File: src/shared/cdp_defines.svh
// Offsets, field positions and reset values of the core datapath
`ifndef CDP_DEFINES_SVH
`define CDP_DEFINES_SVH
`define CDP_IO_STACK_LOW 6'h3D
`define CDP_IO_STACK_HIGH 6'h3E
`define CDP_IO_SREG 6'h3F
`define CDP_IO_BASE 16'h0020
`define CDP_IO_LAST 16'h005F
`define CDP_VEC_SHIFT 1
`define CDP_SREG_RESET 8'h00
`define CDP_F_C 0
`define CDP_F_Z 1
`define CDP_F_N 2
`define CDP_F_V 3
`define CDP_F_S 4
`define CDP_F_H 5
`define CDP_F_I 7
`endif

File: src/shared/cdp_pkg.sv
// Types of the core datapath
package cdp_pkg;
   typedef enum logic [8:0] {
      ST_EXEC = 9'h001, ST_IMM = 9'h002, ST_LOAD = 9'h004,
      ST_PUSH1 = 9'h008, ST_PUSH2 = 9'h010, ST_POP1 = 9'h020,
      ST_POP2 = 9'h040, ST_POP3 = 9'h080, ST_LPMW = 9'h100
   } cdp_state_t;
   typedef enum logic [3:0] {
      OP_SYS = 4'h0, OP_ADD = 4'h1, OP_SUB = 4'h2, OP_AND = 4'h3,
      OP_OR = 4'h4, OP_XOR = 4'h5, OP_MOV = 4'h6, OP_UNARY = 4'h7,
      OP_BIT = 4'h8, OP_IMM = 4'h9, OP_LDST = 4'hA, OP_IO = 4'hB,
      OP_CALL = 4'hC, OP_JMP = 4'hD, OP_RET = 4'hE, OP_LPM = 4'hF
   } cdp_op_t;
   typedef enum logic [3:0] {
      FN_ADD = 4'h0, FN_SUB = 4'h1, FN_AND = 4'h2, FN_OR = 4'h3,
      FN_XOR = 4'h4, FN_MOV = 4'h5, FN_INC = 4'h6, FN_DEC = 4'h7,
      FN_COM = 4'h8, FN_NEG = 4'h9, FN_LSR = 4'hA, FN_ROR = 4'hB,
      FN_SWAP = 4'hC
   } cdp_fn_t;
   typedef enum logic [1:0] {
      RG_REG = 2'h0, RG_IO = 2'h1, RG_SRAM = 2'h2
   } cdp_region_t;
   typedef struct packed {
      logic [7:0] res;
      logic [7:0] sreg;
   } cdp_alu_t;
endpackage

File: src/logic/cdp_core.sv
// Core datapath: register file, ALU, pointers, fetch, stack, interrupts
`timescale 1ns/100ps
`include "cdp_defines.svh"
module cdp_core #(
   parameter int IRQ_NUM = 8,
   parameter logic [15:0] TOP_DATA_ADDR = 16'h015F
) (
   input wire logic core_clk,
   input wire logic nrst,
   output logic [15:0] progAddr_q,
   input wire logic [15:0] progData,
   output logic [15:0] dataAddr_q,
   output logic [7:0] dataWdata_q,
   output logic dataWe_q,
   output logic dataRe_q,
   input wire logic [7:0] dataRdata,
   output logic [5:0] ioAddr_q,
   output logic [7:0] ioWdata_q,
   output logic ioWe_q,
   output logic ioRe_q,
   input wire logic [7:0] ioRdata,
   input wire logic [IRQ_NUM-1:0] irqReq,
   output logic [IRQ_NUM-1:0] irqAck_q
);
   if (IRQ_NUM < 1 || IRQ_NUM > 32) begin : g_bad_irq
      $error("IRQ_NUM must lie in 1..32");
   end

   cdp_pkg::cdp_state_t stateQ;
   logic [7:0] regs [32];
   logic [15:0] irQ;
   logic [15:0] retAddrQ;
   logic [15:0] targetQ;
   logic [15:0] stackPtrQ;
   logic [15:0] zPtr;
   logic [7:0] sregQ;
   logic loadIoQ;
   logic zByteQ;

   logic [15:0] cur;
   cdp_pkg::cdp_op_t op;
   logic [4:0] rd;
   logic [4:0] rr;
   cdp_pkg::cdp_fn_t fn;
   logic [7:0] bOp;
   cdp_pkg::cdp_alu_t alu;
   logic [15:0] pcNext;
   logic [15:0] accAddr;
   cdp_pkg::cdp_region_t accRg;
   logic [5:0] accIoA;
   logic accWr;
   logic isInt;
   logic [7:0] intVal;
   logic goLoad;
   logic irqTake;
   logic [IRQ_NUM-1:0] irqWin;
   logic [15:0] irqVec;
   logic regWe;
   logic [4:0] regWa;
   logic [7:0] regWd;

   function automatic logic [15:0] ptrRead(input logic [1:0] sel);
      logic [4:0] lo;
      lo = 5'h1A + {2'h0, sel, 1'b0};
      return {regs[lo + 5'h01], regs[lo]};
   endfunction

   function automatic cdp_pkg::cdp_region_t region(input logic [15:0] a);
      if (a < `CDP_IO_BASE) return cdp_pkg::RG_REG;
      if (a <= `CDP_IO_LAST) return cdp_pkg::RG_IO;
      return cdp_pkg::RG_SRAM;
   endfunction

   function automatic cdp_pkg::cdp_alu_t aluCompute(input logic [7:0] a, input logic [7:0] b,
                                                    input cdp_pkg::cdp_fn_t f, input logic [7:0] sr);
      logic [8:0] w;
      logic [7:0] r;
      logic [7:0] s;
      w = 9'h000;
      r = 8'h00;
      s = sr;
      unique case (f)
         cdp_pkg::FN_ADD, cdp_pkg::FN_INC: begin
            w = {1'b0, a} + {1'b0, (f == cdp_pkg::FN_INC) ? 8'h01 : b};
            r = w[7:0];
            s[`CDP_F_V] = (a[7] == ((f == cdp_pkg::FN_INC) ? 1'b0 : b[7])) && (r[7] != a[7]);
            if (f == cdp_pkg::FN_ADD) begin
               s[`CDP_F_C] = w[8];
               s[`CDP_F_H] = a[4] ^ b[4] ^ r[4];
            end
         end
         cdp_pkg::FN_SUB, cdp_pkg::FN_DEC, cdp_pkg::FN_NEG: begin
            if (f == cdp_pkg::FN_NEG) w = 9'h000 - {1'b0, a};
            else w = {1'b0, a} - {1'b0, (f == cdp_pkg::FN_DEC) ? 8'h01 : b};
            r = w[7:0];
            s[`CDP_F_V] = (f == cdp_pkg::FN_NEG) ? (r == 8'h80)
                        : (a[7] != ((f == cdp_pkg::FN_DEC) ? 1'b0 : b[7])) && (r[7] != a[7]);
            if (f != cdp_pkg::FN_DEC) begin
               s[`CDP_F_C] = w[8];
               s[`CDP_F_H] = a[4] ^ b[4] ^ r[4];
            end
         end
         cdp_pkg::FN_AND, cdp_pkg::FN_OR, cdp_pkg::FN_XOR: begin
            r = (f == cdp_pkg::FN_AND) ? (a & b) : (f == cdp_pkg::FN_OR) ? (a | b) : (a ^ b);
            s[`CDP_F_V] = 1'b0;
         end
         cdp_pkg::FN_COM: begin
            r = ~a;
            s[`CDP_F_C] = 1'b1;
            s[`CDP_F_V] = 1'b0;
         end
         cdp_pkg::FN_LSR, cdp_pkg::FN_ROR: begin
            r = {(f == cdp_pkg::FN_ROR) & sr[`CDP_F_C], a[7:1]};
            s[`CDP_F_C] = a[0];
            s[`CDP_F_V] = r[7] ^ a[0];
         end
         cdp_pkg::FN_MOV: r = b;
         cdp_pkg::FN_SWAP: r = {a[3:0], a[7:4]};
         default: r = a;
      endcase
      // Moves and swaps leave the flags alone
      if (f != cdp_pkg::FN_MOV && f != cdp_pkg::FN_SWAP) begin
         s[`CDP_F_N] = r[7];
         s[`CDP_F_Z] = (r == 8'h00);
         s[`CDP_F_S] = r[7] ^ s[`CDP_F_V];
      end
      return '{res: r, sreg: s};
   endfunction

   // Word one is live on the fetch bus only in EXEC; later states use the copy
   assign cur = (stateQ == cdp_pkg::ST_EXEC) ? progData : irQ;
   assign op = cdp_pkg::cdp_op_t'(cur[15:12]);
   assign rd = cur[11:7];
   assign rr = cur[6:2];
   assign fn = (op == cdp_pkg::OP_UNARY || op == cdp_pkg::OP_IMM) ? cdp_pkg::cdp_fn_t'(cur[3:0])
             : cdp_pkg::cdp_fn_t'(cur[15:12] - 4'h1);
   assign bOp = (stateQ == cdp_pkg::ST_IMM) ? progData[7:0] : regs[rr];
   assign alu = aluCompute(regs[rd], bOp, fn, sregQ);
   assign pcNext = progAddr_q + 16'h0001;

   always_comb begin
      accAddr = ptrRead(cur[6:5]);
      zPtr = ptrRead(2'h2);
      accWr = cur[4];
      accRg = region(accAddr);
      accIoA = 6'(accAddr - `CDP_IO_BASE);
      if (op == cdp_pkg::OP_IO) begin
         accRg = cdp_pkg::RG_IO;
         accIoA = cur[6:1];
         accWr = cur[0];
      end
      isInt = (accRg == cdp_pkg::RG_IO) && (accIoA >= `CDP_IO_STACK_LOW);
      intVal = (accIoA == `CDP_IO_STACK_LOW) ? stackPtrQ[7:0]
             : (accIoA == `CDP_IO_STACK_HIGH) ? stackPtrQ[15:8] : sregQ;
      goLoad = (op == cdp_pkg::OP_LDST || op == cdp_pkg::OP_IO) && !accWr
               && accRg != cdp_pkg::RG_REG && !isInt;
   end

   // Lowest set request wins; it owns the lowest vector address
   assign irqWin = irqReq & (~irqReq + 1'b1);
   assign irqTake = (stateQ == cdp_pkg::ST_EXEC) && sregQ[`CDP_F_I] && (|irqReq);

   always_comb begin
      irqVec = 16'h0000;
      for (int i = IRQ_NUM - 1; i >= 0; i--) begin
         if (irqReq[i]) irqVec = 16'(i + 1) << `CDP_VEC_SHIFT;
      end
   end

   always_comb begin
      regWe = 1'b0;
      regWa = rd;
      regWd = alu.res;
      unique case (stateQ)
         cdp_pkg::ST_EXEC: begin
            if (!irqTake) begin
               unique case (op)
                  cdp_pkg::OP_ADD, cdp_pkg::OP_SUB, cdp_pkg::OP_AND, cdp_pkg::OP_OR,
                  cdp_pkg::OP_XOR, cdp_pkg::OP_MOV, cdp_pkg::OP_UNARY: regWe = 1'b1;
                  cdp_pkg::OP_BIT: begin
                     regWe = 1'b1;
                     regWd = regs[rd];
                     regWd[cur[2:0]] = cur[3];
                  end
                  cdp_pkg::OP_LDST, cdp_pkg::OP_IO: begin
                     if (accRg == cdp_pkg::RG_REG) begin
                        regWe = 1'b1;
                        regWa = accWr ? accAddr[4:0] : rd;
                        regWd = accWr ? regs[rd] : regs[accAddr[4:0]];
                     end else if (isInt && !accWr) begin
                        regWe = 1'b1;
                        regWd = intVal;
                     end
                  end
                  default: regWe = 1'b0;
               endcase
            end
         end
         cdp_pkg::ST_IMM: regWe = (op == cdp_pkg::OP_IMM);
         cdp_pkg::ST_LOAD: begin
            regWe = 1'b1;
            regWd = loadIoQ ? ioRdata : dataRdata;
         end
         cdp_pkg::ST_LPMW: begin
            regWe = 1'b1;
            regWd = zByteQ ? progData[15:8] : progData[7:0];
         end
         default: regWe = 1'b0;
      endcase
   end

   // Register file is data, not control, so it has no reset
   always_ff @(posedge core_clk) begin
      if (regWe) regs[regWa] <= regWd;
   end

   // Every state advances on each core_clk edge, no divider
   always_ff @(posedge core_clk or negedge nrst) begin
      if (!nrst) begin
         stateQ <= cdp_pkg::ST_EXEC;
      end else begin
         unique case (stateQ)
            cdp_pkg::ST_EXEC: begin
               if (irqTake) stateQ <= cdp_pkg::ST_PUSH1;
               else if (op == cdp_pkg::OP_IMM || op == cdp_pkg::OP_CALL || op == cdp_pkg::OP_JMP)
                  stateQ <= cdp_pkg::ST_IMM;
               else if (op == cdp_pkg::OP_RET) stateQ <= cdp_pkg::ST_POP1;
               else if (op == cdp_pkg::OP_LPM) stateQ <= cdp_pkg::ST_LPMW;
               else if (goLoad) stateQ <= cdp_pkg::ST_LOAD;
            end
            cdp_pkg::ST_IMM: stateQ <= (op == cdp_pkg::OP_CALL) ? cdp_pkg::ST_PUSH1 : cdp_pkg::ST_EXEC;
            cdp_pkg::ST_PUSH1: stateQ <= cdp_pkg::ST_PUSH2;
            cdp_pkg::ST_POP1: stateQ <= cdp_pkg::ST_POP2;
            cdp_pkg::ST_POP2: stateQ <= cdp_pkg::ST_POP3;
            default: stateQ <= cdp_pkg::ST_EXEC;
         endcase
      end
   end

   always_ff @(posedge core_clk or negedge nrst) begin
      if (!nrst) begin
         progAddr_q <= 16'h0000;
      end else begin
         unique case (stateQ)
            cdp_pkg::ST_EXEC: begin
               if (!irqTake && op == cdp_pkg::OP_LPM) progAddr_q <= {1'b0, zPtr[15:1]};
               else if (!irqTake && op != cdp_pkg::OP_RET && !goLoad) progAddr_q <= pcNext;
            end
            cdp_pkg::ST_IMM: begin
               if (op == cdp_pkg::OP_JMP) progAddr_q <= progData;
               else if (op != cdp_pkg::OP_CALL) progAddr_q <= pcNext;
            end
            cdp_pkg::ST_LOAD: progAddr_q <= pcNext;
            cdp_pkg::ST_LPMW: progAddr_q <= retAddrQ;
            cdp_pkg::ST_PUSH2: progAddr_q <= targetQ;
            cdp_pkg::ST_POP3: progAddr_q <= {retAddrQ[15:8], dataRdata};
            default: progAddr_q <= progAddr_q;
         endcase
      end
   end

   always_ff @(posedge core_clk or negedge nrst) begin
      if (!nrst) begin
         irQ <= 16'h0000;
         retAddrQ <= 16'h0000;
         targetQ <= 16'h0000;
         zByteQ <= 1'b0;
         loadIoQ <= 1'b0;
      end else begin
         if (stateQ == cdp_pkg::ST_EXEC) begin
            irQ <= progData;
            loadIoQ <= (accRg == cdp_pkg::RG_IO);
            zByteQ <= zPtr[0];
            if (irqTake) begin
               retAddrQ <= progAddr_q;
               targetQ <= irqVec;
            end else if (op == cdp_pkg::OP_LPM) begin
               retAddrQ <= pcNext;
            end
         end
         if (stateQ == cdp_pkg::ST_IMM && op == cdp_pkg::OP_CALL) begin
            retAddrQ <= pcNext;
            targetQ <= progData;
         end
         if (stateQ == cdp_pkg::ST_POP2) retAddrQ[15:8] <= dataRdata;
      end
   end

   always_ff @(posedge core_clk or negedge nrst) begin
      if (!nrst) begin
         stackPtrQ <= TOP_DATA_ADDR;
      end else if (stateQ == cdp_pkg::ST_PUSH1 || stateQ == cdp_pkg::ST_PUSH2) begin
         stackPtrQ <= stackPtrQ - 16'h0001;
      end else if (stateQ == cdp_pkg::ST_POP1 || stateQ == cdp_pkg::ST_POP2) begin
         stackPtrQ <= stackPtrQ + 16'h0001;
      end else if (stateQ == cdp_pkg::ST_EXEC && !irqTake && isInt && accWr) begin
         if (accIoA == `CDP_IO_STACK_LOW) stackPtrQ[7:0] <= regs[rd];
         if (accIoA == `CDP_IO_STACK_HIGH) stackPtrQ[15:8] <= regs[rd];
      end
   end

   always_ff @(posedge core_clk or negedge nrst) begin
      if (!nrst) begin
         sregQ <= `CDP_SREG_RESET;
      end else if (irqTake) begin
         sregQ[`CDP_F_I] <= 1'b0;
      end else if (stateQ == cdp_pkg::ST_EXEC) begin
         if (op inside {cdp_pkg::OP_ADD, cdp_pkg::OP_SUB, cdp_pkg::OP_AND, cdp_pkg::OP_OR,
                        cdp_pkg::OP_XOR, cdp_pkg::OP_UNARY}) sregQ <= alu.sreg;
         else if (op == cdp_pkg::OP_SYS && cur[1:0] != 2'h0) sregQ[`CDP_F_I] <= (cur[1:0] == 2'h1);
         else if (isInt && accWr && accIoA == `CDP_IO_SREG) sregQ <= regs[rd];
      end else if (stateQ == cdp_pkg::ST_IMM && op == cdp_pkg::OP_IMM) begin
         sregQ <= alu.sreg;
      end else if (stateQ == cdp_pkg::ST_POP3 && cur[0]) begin
         sregQ[`CDP_F_I] <= 1'b1;
      end
   end

   // Stack writes land one cycle after the state that orders them
   always_ff @(posedge core_clk or negedge nrst) begin
      if (!nrst) begin
         dataAddr_q <= 16'h0000;
         dataWdata_q <= 8'h00;
         dataWe_q <= 1'b0;
         dataRe_q <= 1'b0;
      end else begin
         dataWe_q <= 1'b0;
         dataRe_q <= 1'b0;
         if (stateQ == cdp_pkg::ST_EXEC && !irqTake && op == cdp_pkg::OP_LDST
             && accRg == cdp_pkg::RG_SRAM) begin
            dataAddr_q <= accAddr;
            dataWdata_q <= regs[rd];
            dataWe_q <= accWr;
            dataRe_q <= !accWr;
         end else if (stateQ == cdp_pkg::ST_PUSH1 || stateQ == cdp_pkg::ST_PUSH2) begin
            dataAddr_q <= stackPtrQ;
            dataWdata_q <= (stateQ == cdp_pkg::ST_PUSH1) ? retAddrQ[7:0] : retAddrQ[15:8];
            dataWe_q <= 1'b1;
         end else if (stateQ == cdp_pkg::ST_POP1 || stateQ == cdp_pkg::ST_POP2) begin
            dataAddr_q <= stackPtrQ + 16'h0001;
            dataRe_q <= 1'b1;
         end
      end
   end

   always_ff @(posedge core_clk or negedge nrst) begin
      if (!nrst) begin
         ioAddr_q <= 6'h00;
         ioWdata_q <= 8'h00;
         ioWe_q <= 1'b0;
         ioRe_q <= 1'b0;
      end else begin
         ioWe_q <= 1'b0;
         ioRe_q <= 1'b0;
         if (stateQ == cdp_pkg::ST_EXEC && !irqTake && (op == cdp_pkg::OP_LDST || op == cdp_pkg::OP_IO)
             && accRg == cdp_pkg::RG_IO && !isInt) begin
            ioAddr_q <= accIoA;
            ioWdata_q <= regs[rd];
            ioWe_q <= accWr;
            ioRe_q <= !accWr;
         end
      end
   end

   always_ff @(posedge core_clk or negedge nrst) begin
      if (!nrst) irqAck_q <= '0;
      else irqAck_q <= irqTake ? irqWin : '0;
   end
endmodule // cdp_core

File: config.mk
export PLATFORM = sky130hd
export DESIGN_NAME = cdp_core
export DESIGN_NICKNAME = d
export VERILOG_FILES = /design/src/shared/cdp_pkg.sv /design/src/logic/cdp_core.sv
export VERILOG_INCLUDE_DIRS = /design/src /design/src/shared
export SDC_FILE = /design/constraint.sdc
export NUM_CORES = 1
export LEC_CHECK = 0
export ABC_AREA = 1
export BUFFER_PORTS_ARGS = -buffer_cell sky130_fd_sc_hd__buf_2
export CAP_MARGIN = 20
export CORE_ASPECT_RATIO = 1.25
export CORE_MARGIN = 10
export CORE_UTILIZATION = 25
export DETAILED_ROUTE_END_ITERATION = 16
export GPL_ROUTABILITY_DRIVEN = 1
export GPL_TIMING_DRIVEN = 0
export MAX_ROUTING_LAYER = met4
export SYNTH_ARGS = -nofsm -noshare
export SYNTH_HDL_FRONTEND = slang
export SYNTH_SLANG_ARGS = --single-unit
export TNS_END_PERCENT = 5
File: constraint.sdc
create_clock -name core_clk -period 8.2 [get_ports core_clk]
set_input_delay 0.82 -clock core_clk [delete_from_list [all_inputs] [get_ports core_clk]]
set_output_delay 0.82 -clock core_clk [all_outputs]
set_load 0.1 [all_outputs]
After elaboration in Yosys (flattened, before gate mapping) --
Memories as Yosys holds them, arrays and structs flattened. Cells that the tools add are included.
Cells by class: reduce and logical (&&, ||, !) cells 76, mux-type cells 113, add/subtract/negate cells 11, divide/modulo/power cells 0, shift operators 0, multipliers 0, bitwise operators 15, equal/unequal tests 60, $lt $le $gt $ge 5
Operator list (count):
- 16-bit 2-to-1 mux | 25
- 8-bit 2-to-1 mux | 23
- 16-bit one-hot mux with 6 select lines | 1
- 9-bit 2-to-1 mux | 7
- 8-bit one-hot mux with 7 select lines | 1
- 4-bit equality test (second input constant) | 13
- 9-bit one-hot mux with 5 select lines | 1
- 16-bit by 1-bit adder with 16-bit output (second input constant) | 2
- 4-bit by 3-bit equality test with 1-bit output (second input constant) | 8
- 5-bit 2-to-1 mux | 6
- 1-bit 2-to-1 mux | 29
- 1-bit logical AND | 28
- 8-bit one-hot mux with 3 select lines | 1
- 3-bit nonzero test | 7
- 6-bit equality test (second input constant) | 3
- 8-bit bitwise AND | 2
- 4-bit by 2-bit equality test with 1-bit output (second input constant) | 4
- 16-bit by 7-bit <= comparator with 1-bit output (second input constant) | 1
- 16-bit by 6-bit < comparator with 1-bit output (second input constant) | 1
- 8-bit inverter | 2
- 8-bit one-hot mux with 2 select lines | 1
- 8-bit OR reduction | 2
- 16-bit by 1-bit subtractor with 16-bit output (second input constant) | 1
- 2-bit 2-to-1 mux | 6
- 60 further kinds | 105
Storage, ports and cells: bits of input ports 42, word-level logic and storage cells 303, memories 1, ROM bits 0, latch bits 0, register bits 149, memory bits (writable) 256
Memories:
- regs | depth 32, width 8, rd ports 7, clocked after Yosys merged registers in 0, write ports 1, line cdp_core.sv:30 | logic [7:0] regs [32];

Longest topological paths before layout --
An unclocked memory read counts as a cell.
depth after elaboration 21, gate-level depth with buffers 42, gate-level depth less buffers 38

Worst setup path after synthesis --
OpenSTA, ideal clock, no wires.
path kind reg2reg, start reg stateQ[4], end mem regs[0][4] (data pin), buffers on the path 4, arrival time 5436 ps, path slack 2299 ps, required time 7735 ps, period minus slack after synthesis 5901 ps, stages on the path, launching flop included 30, cells stage by stage dfrtp_1 nor2_2 nand2_4 nor2_8 nand2_4 o21ai_4 buf_4 buf_2 clkbuf_1 ha_1 inv_1 clkbuf_1 o21ai_1 o21ai_1 inv_1 o21a_1 o21ai_0 inv_1 nor2_1 nand2_1 a21oi_2 nand2_2 nor2_4 inv_2 nand2_2 o21ai_0 nand2_1 nand2_1 nand2_1 a21boi_0
On the way: cells in the longest elaborated chain, start to end 19, elaborated cells on any way between the ends 85
Ends and longest elaborated chain:
- from (decl) | line cdp_core.sv:29 | cdp_pkg::cdp_state_t stateQ;
- from (signal assigned) | line cdp_core.sv:220 | stateQ <= cdp_pkg::ST_EXEC;
- from (signal assigned) | line cdp_core.sv:224 | if (irqTake) stateQ <= cdp_pkg::ST_PUSH1;
- from (signal assigned) | line cdp_core.sv:226 | stateQ <= cdp_pkg::ST_IMM;
- 9-bit by 1-bit equality test with 1-bit output (*) | line cdp_core.sv:131 | assign cur = (stateQ == cdp_pkg::ST_EXEC) ? progData : irQ;
- 16-bit 2-to-1 mux (*)
- via cur[5] | line cdp_core.sv:40 | logic [15:0] cur;
- 4-bit by 4-bit adder with 5-bit output | line cdp_core.sv:64 | lo = 5'h1A + {2'h0, sel, 1'b0};
- 5-bit by 1-bit adder with 5-bit output | line cdp_core.sv:65 | return {regs[lo + 5'h01], regs[lo]};
- memory 32 x 8 bit
- 16-bit by 7-bit <= comparator with 1-bit output (no source line)
- 1-bit 2-to-1 mux (2 in series) | line cdp_core.sv:70 | if (a <= `CDP_IO_LAST) return cdp_pkg::RG_IO;
- [4 not listed]
- 1-bit logical AND | line cdp_core.sv:152 | isInt = (accRg == cdp_pkg::RG_IO) && (accIoA >= `CDP_IO_STACK_LOW);
- 1-bit logical AND | line cdp_core.sv:190 | end else if (isInt && !accWr) begin
- 8-bit 2-to-1 mux | line cdp_core.sv:190
- 8-bit 2-to-1 mux | line cdp_core.sv:186 | if (accRg == cdp_pkg::RG_REG) begin
- 8-bit one-hot mux with 2 select lines | line cdp_core.sv:177 | unique case (op)
- 8-bit 2-to-1 mux | line cdp_core.sv:176 | if (!irqTake) begin
- 8-bit one-hot mux with 3 select lines (*) | line cdp_core.sv:174 | unique case (stateQ)
- via regWd[4] | line cdp_core.sv:60 | logic [7:0] regWd;
- to (decl) | line cdp_core.sv:30
The timed path passes the listed nets; every way through them passes the cells marked *. The select of a mux whose other input is x is not followed.

Worst setup path in the final report --
start reg stateQ[3], end mem regs[2][0] (data pin)
On the way: cells in the longest elaborated chain, start to end 19, elaborated cells on any way between the ends 85
Ends and longest elaborated chain (line):
- 9-bit by 1-bit equality test with 1-bit output (*) | cdp_core.sv:131
- 16-bit 2-to-1 mux (*)
- via cur[5] | cdp_core.sv:40
- 4-bit by 4-bit adder with 5-bit output | cdp_core.sv:64
- 5-bit by 1-bit adder with 5-bit output | cdp_core.sv:65
- memory 32 x 8 bit
- 16-bit by 7-bit <= comparator with 1-bit output (no source line)
- 1-bit 2-to-1 mux (2 in series) | cdp_core.sv:70
- [3 not listed]
- 2-bit by 1-bit equality test with 1-bit output | cdp_core.sv:152
- 1-bit logical AND | cdp_core.sv:152
- 1-bit logical AND | cdp_core.sv:190
- 8-bit 2-to-1 mux | cdp_core.sv:190
- 8-bit 2-to-1 mux | cdp_core.sv:186
- 8-bit one-hot mux with 2 select lines | cdp_core.sv:177
- 8-bit 2-to-1 mux | cdp_core.sv:176
- 8-bit one-hot mux with 3 select lines (*) | cdp_core.sv:174
Marks and branches as above.

==> summary.md <==
| Metric | Value |
|---|---|
| Worst skew pair latency | 0.68 ns |
| Synth area leader | edfxtp_1 |
| Min Hold Slack | 0.114 ns |
| Top cells by count, synth | 885 x nand2_1, 633 x nand3_1, 387 x inv_1 |
| Register area share after synthesis | 39.5% |
| Max_cap viols | 0 |
| Synthesized area | 28900 um2 |
| Num CTS Buffers | 48 |
| CTS tree | done |
| Total iterations of the first detailed-routing run | 7 |
| Top_reg_cell synth | edfxtp_1 |
| Crit path required time | 8.55 ns |
| Root Driver | clkbuf_16 |
| Iteration-0 DRC count of the detailed router | 4814 |
| Initial Util | 25.2% |
| Clock tree buffer depth | 3 |
| Critical Path AT | 8.59 ns |
| Worst path top cell family by delay | buffers and inverters |
| Vias in the first global route | 31.6k |
| Drt total wl | 200 mm |
| Max-slew violations | 0 |
| I/O pin count | 108 |
| CP max-delay cell | a21oi_2 |
| Layout cells sized above 1 | 11.6% |
| Total gr overflow | 0 |
| Post-synth EDFFs | 256 |
| Status | finished with violations |
| Placed cells | 5710 |
| Port buffer count | 107 |
| Share of the synthesized area in the top cell type | 26.6% |
| Num Clock Sinks | 405 |
| Row count | 139 |
| RSZ-0062 raised after global routing | yes |
| DR WL met3 | 17.4 mm |
| Tmin final | 8.24 ns |
| Clock skew | 0.0424 ns |
| Vias after detailed routing | 33.6k |
| Syn nets | 4075 |
| Area Growth Syn to Fin | 18.9% |
| GP Congestion | 1.05 |
| Die W | 324 um |
| Nets@finish | 4308 |
| Placement Cell Area | 32500 um2 |
| Synth unique cells | 60 |
| Critical path's most frequent cell | nand2_1 |
| Post-Layout Inst Area | 34400 um2 |
| H-tree levels | 2 |
| CP Class | reg -> reg |
| Largest net degree at the start of global routing | 83 |
| Synthesis Warnings | 0 |
| Initial antenna violation count | 11 |
| Final count of hold timing violations | 0 |
| Synth async-reset ratio | 36.8% |
| Max Fanout on Critical Path | 16 |
| DRC Markers | 0 |
| Worst setup SP type | flip-flop |
| Max frequency | 121 MHz |
| Met2 wire length | 89.9 mm |
| GR Util All Layers | 30.5% |
| First-pass GRT wire length | 269 mm |
| Hold Path Class | in -> async |
| Max incr delay on CP | 0.76 ns |
| Largest cells by area after synthesis | edfxtp_1 27%, dfrtp_1 12%, nand2_1 11% |
| Post-route antenna net violation count | 0 |
| DRT met1 WL | 72.4 mm |
| Synthesized flop and latch total | 405 |
| DR WL/cell | 34.4 um |
| Slew @ Worst Pin | 1.33 ns |
| CORE AREA | 115000 um2 |
| Via/cell ratio | 5.77 |
| Count leader, synth | nand2_1 |
| # fillers | 12.5k |
| Final setup margin | -0.0410 ns |
| Bufs and invs on worst path | 9 |
| Finished Layout Cells | 5827 |
| Final setup violation count | 37 |
| Clk slew on worst S/H paths | 0.07 ns |
| Full die area | 130000 um2 |
| Crit path capture type | flip-flop |
| Max layer used | met4 |
| DIE HEIGHT | 400 um |
| Fin util | 29.9% |
| Final period util | 100% |
| DPL Wire Length | 151 mm |
| Syn_area_per_cell | 7.25 um2 |
| Failing checks | negative setup slack |
| Syn Inst Count | 3992 |
| Rel. slew slack | 11.1% |
==> path summary, 6_finish.rpt <==
check	start	end	cells after the start	slack, ns
worst max-delay path	stateQ[3]	regs[2][0]	28	-0.04
worst min-delay path	nrst	retAddrQ[8]	1	0.11
worst max register to register	stateQ[3]	regs[2][0]	28	-0.04
worst min register to register	ioWdata_q[0]	ioWdata_q[0]	2	0.48
max in group asynchronous	nrst	ioRe_q	2	7.19
min in group core_clk	irqReq[1]	irqAck_q[2]	2	0.36
==> cells in the final DEF, fill, tap and decap left out, drive strengths merged, types with 10 or more instances in the layout <==
| cell type | instances |
|---|---|
| a211oi | 20 |
| a21oi | 199 |
| a221oi | 17 |
| a22oi | 12 |
| buf | 297 |
| clkbuf | 190 |
| clkinv | 28 |
| dfrtp | 141 |
| diode | 11 |
| edfxtp | 256 |
| ha | 39 |
| inv | 409 |
| nand2 | 909 |
| nand3 | 635 |
| nand3b | 23 |
| nand4 | 21 |
| nor2 | 304 |
| nor3 | 25 |
| o2111ai | 10 |
| o211ai | 169 |
| o21ai | 358 |
| o221ai | 26 |
| o22ai | 52 |
| o311ai | 10 |
| xor2 | 36 |
==> layer usage <==
| layer | global-route usage (%) | up-vias |
|---|---|---|
| met5 | - | - |
| met4 | 25.2 | 0 |
| met3 | 5.92 | 807 |
| met2 | 46.8 | 2247 |
| li1 | - | 14300 |
| met1 | 34.0 | 16300 |
==> sequential cells by signal (all words and copies together), names as in the netlist, 6 cells and up <==
register	count
stackPtrQ	16
retAddrQ	16
ioWdata_q	8
targetQ	16
regs	256
stateQ	9
dataWdata_q	8
irQ	16
irqAck_q	8
dataAddr_q	16
ioAddr_q	6
progAddr_q	16
sregQ	8
==> cell families after synthesis <==
family                   share of synthesized area [%]
AND/OR/NAND/NOR                                   29.2
AO/OA/AOI/OAI                                     18.9
buffers and inverters                             9.16
flip-flops                                        39.5
adder cells (fa/ha/maj)                           1.83
XOR/XNOR                                          1.18
multiplexers                                     0.242
==> through the flow <==
stage,worst slack [ns],setup TNS [ns]
global route,-0.150,-3.55
floorplan,2.30,0
global placement,-4.83,-1540.87
CTS,-0.00612,-0.0156
detailed placement,-0.685,-172.33
finish,-0.0410,-1.06
==> worst register-to-register path: cells and delay by family, from the launching register on <==
family          cells  cell delay [ns]
buf+inv             9             3.61
compound gates      6             1.73
flops               1             0.46
fa+ha+maj           1             0.37
simple gates       12             1.71
==> cell type report <==
cell class	count	area [um2]	share of cell area, %
clock inverter	32	332	0.964
antenna	11	27.5	0.0800
timing repair buffer	182	1660	4.84
sequential	405	11400	33.2
buffer	250	1150	3.33
clock buffer	58	1260	3.66
multi-input combinational	2928	15100	43.8
tap	1551	1940	5.64
inverter	410	1550	4.49
==> timing repair <==
| item | CTS | global route |
|---|---|---|
| pin swaps | 1 | 2 |
| setup buffers | 0 | 8 |
| hold buffers | 0 | 0 |
| setup endpoints to repair | 435 | 266 |
| gates cloned | 1 | 0 |
| resized for setup | 19 | 17 |
Power is not shown: default switching activity piles up to over one toggle a cycle in this logic, so the estimate is an artifact.
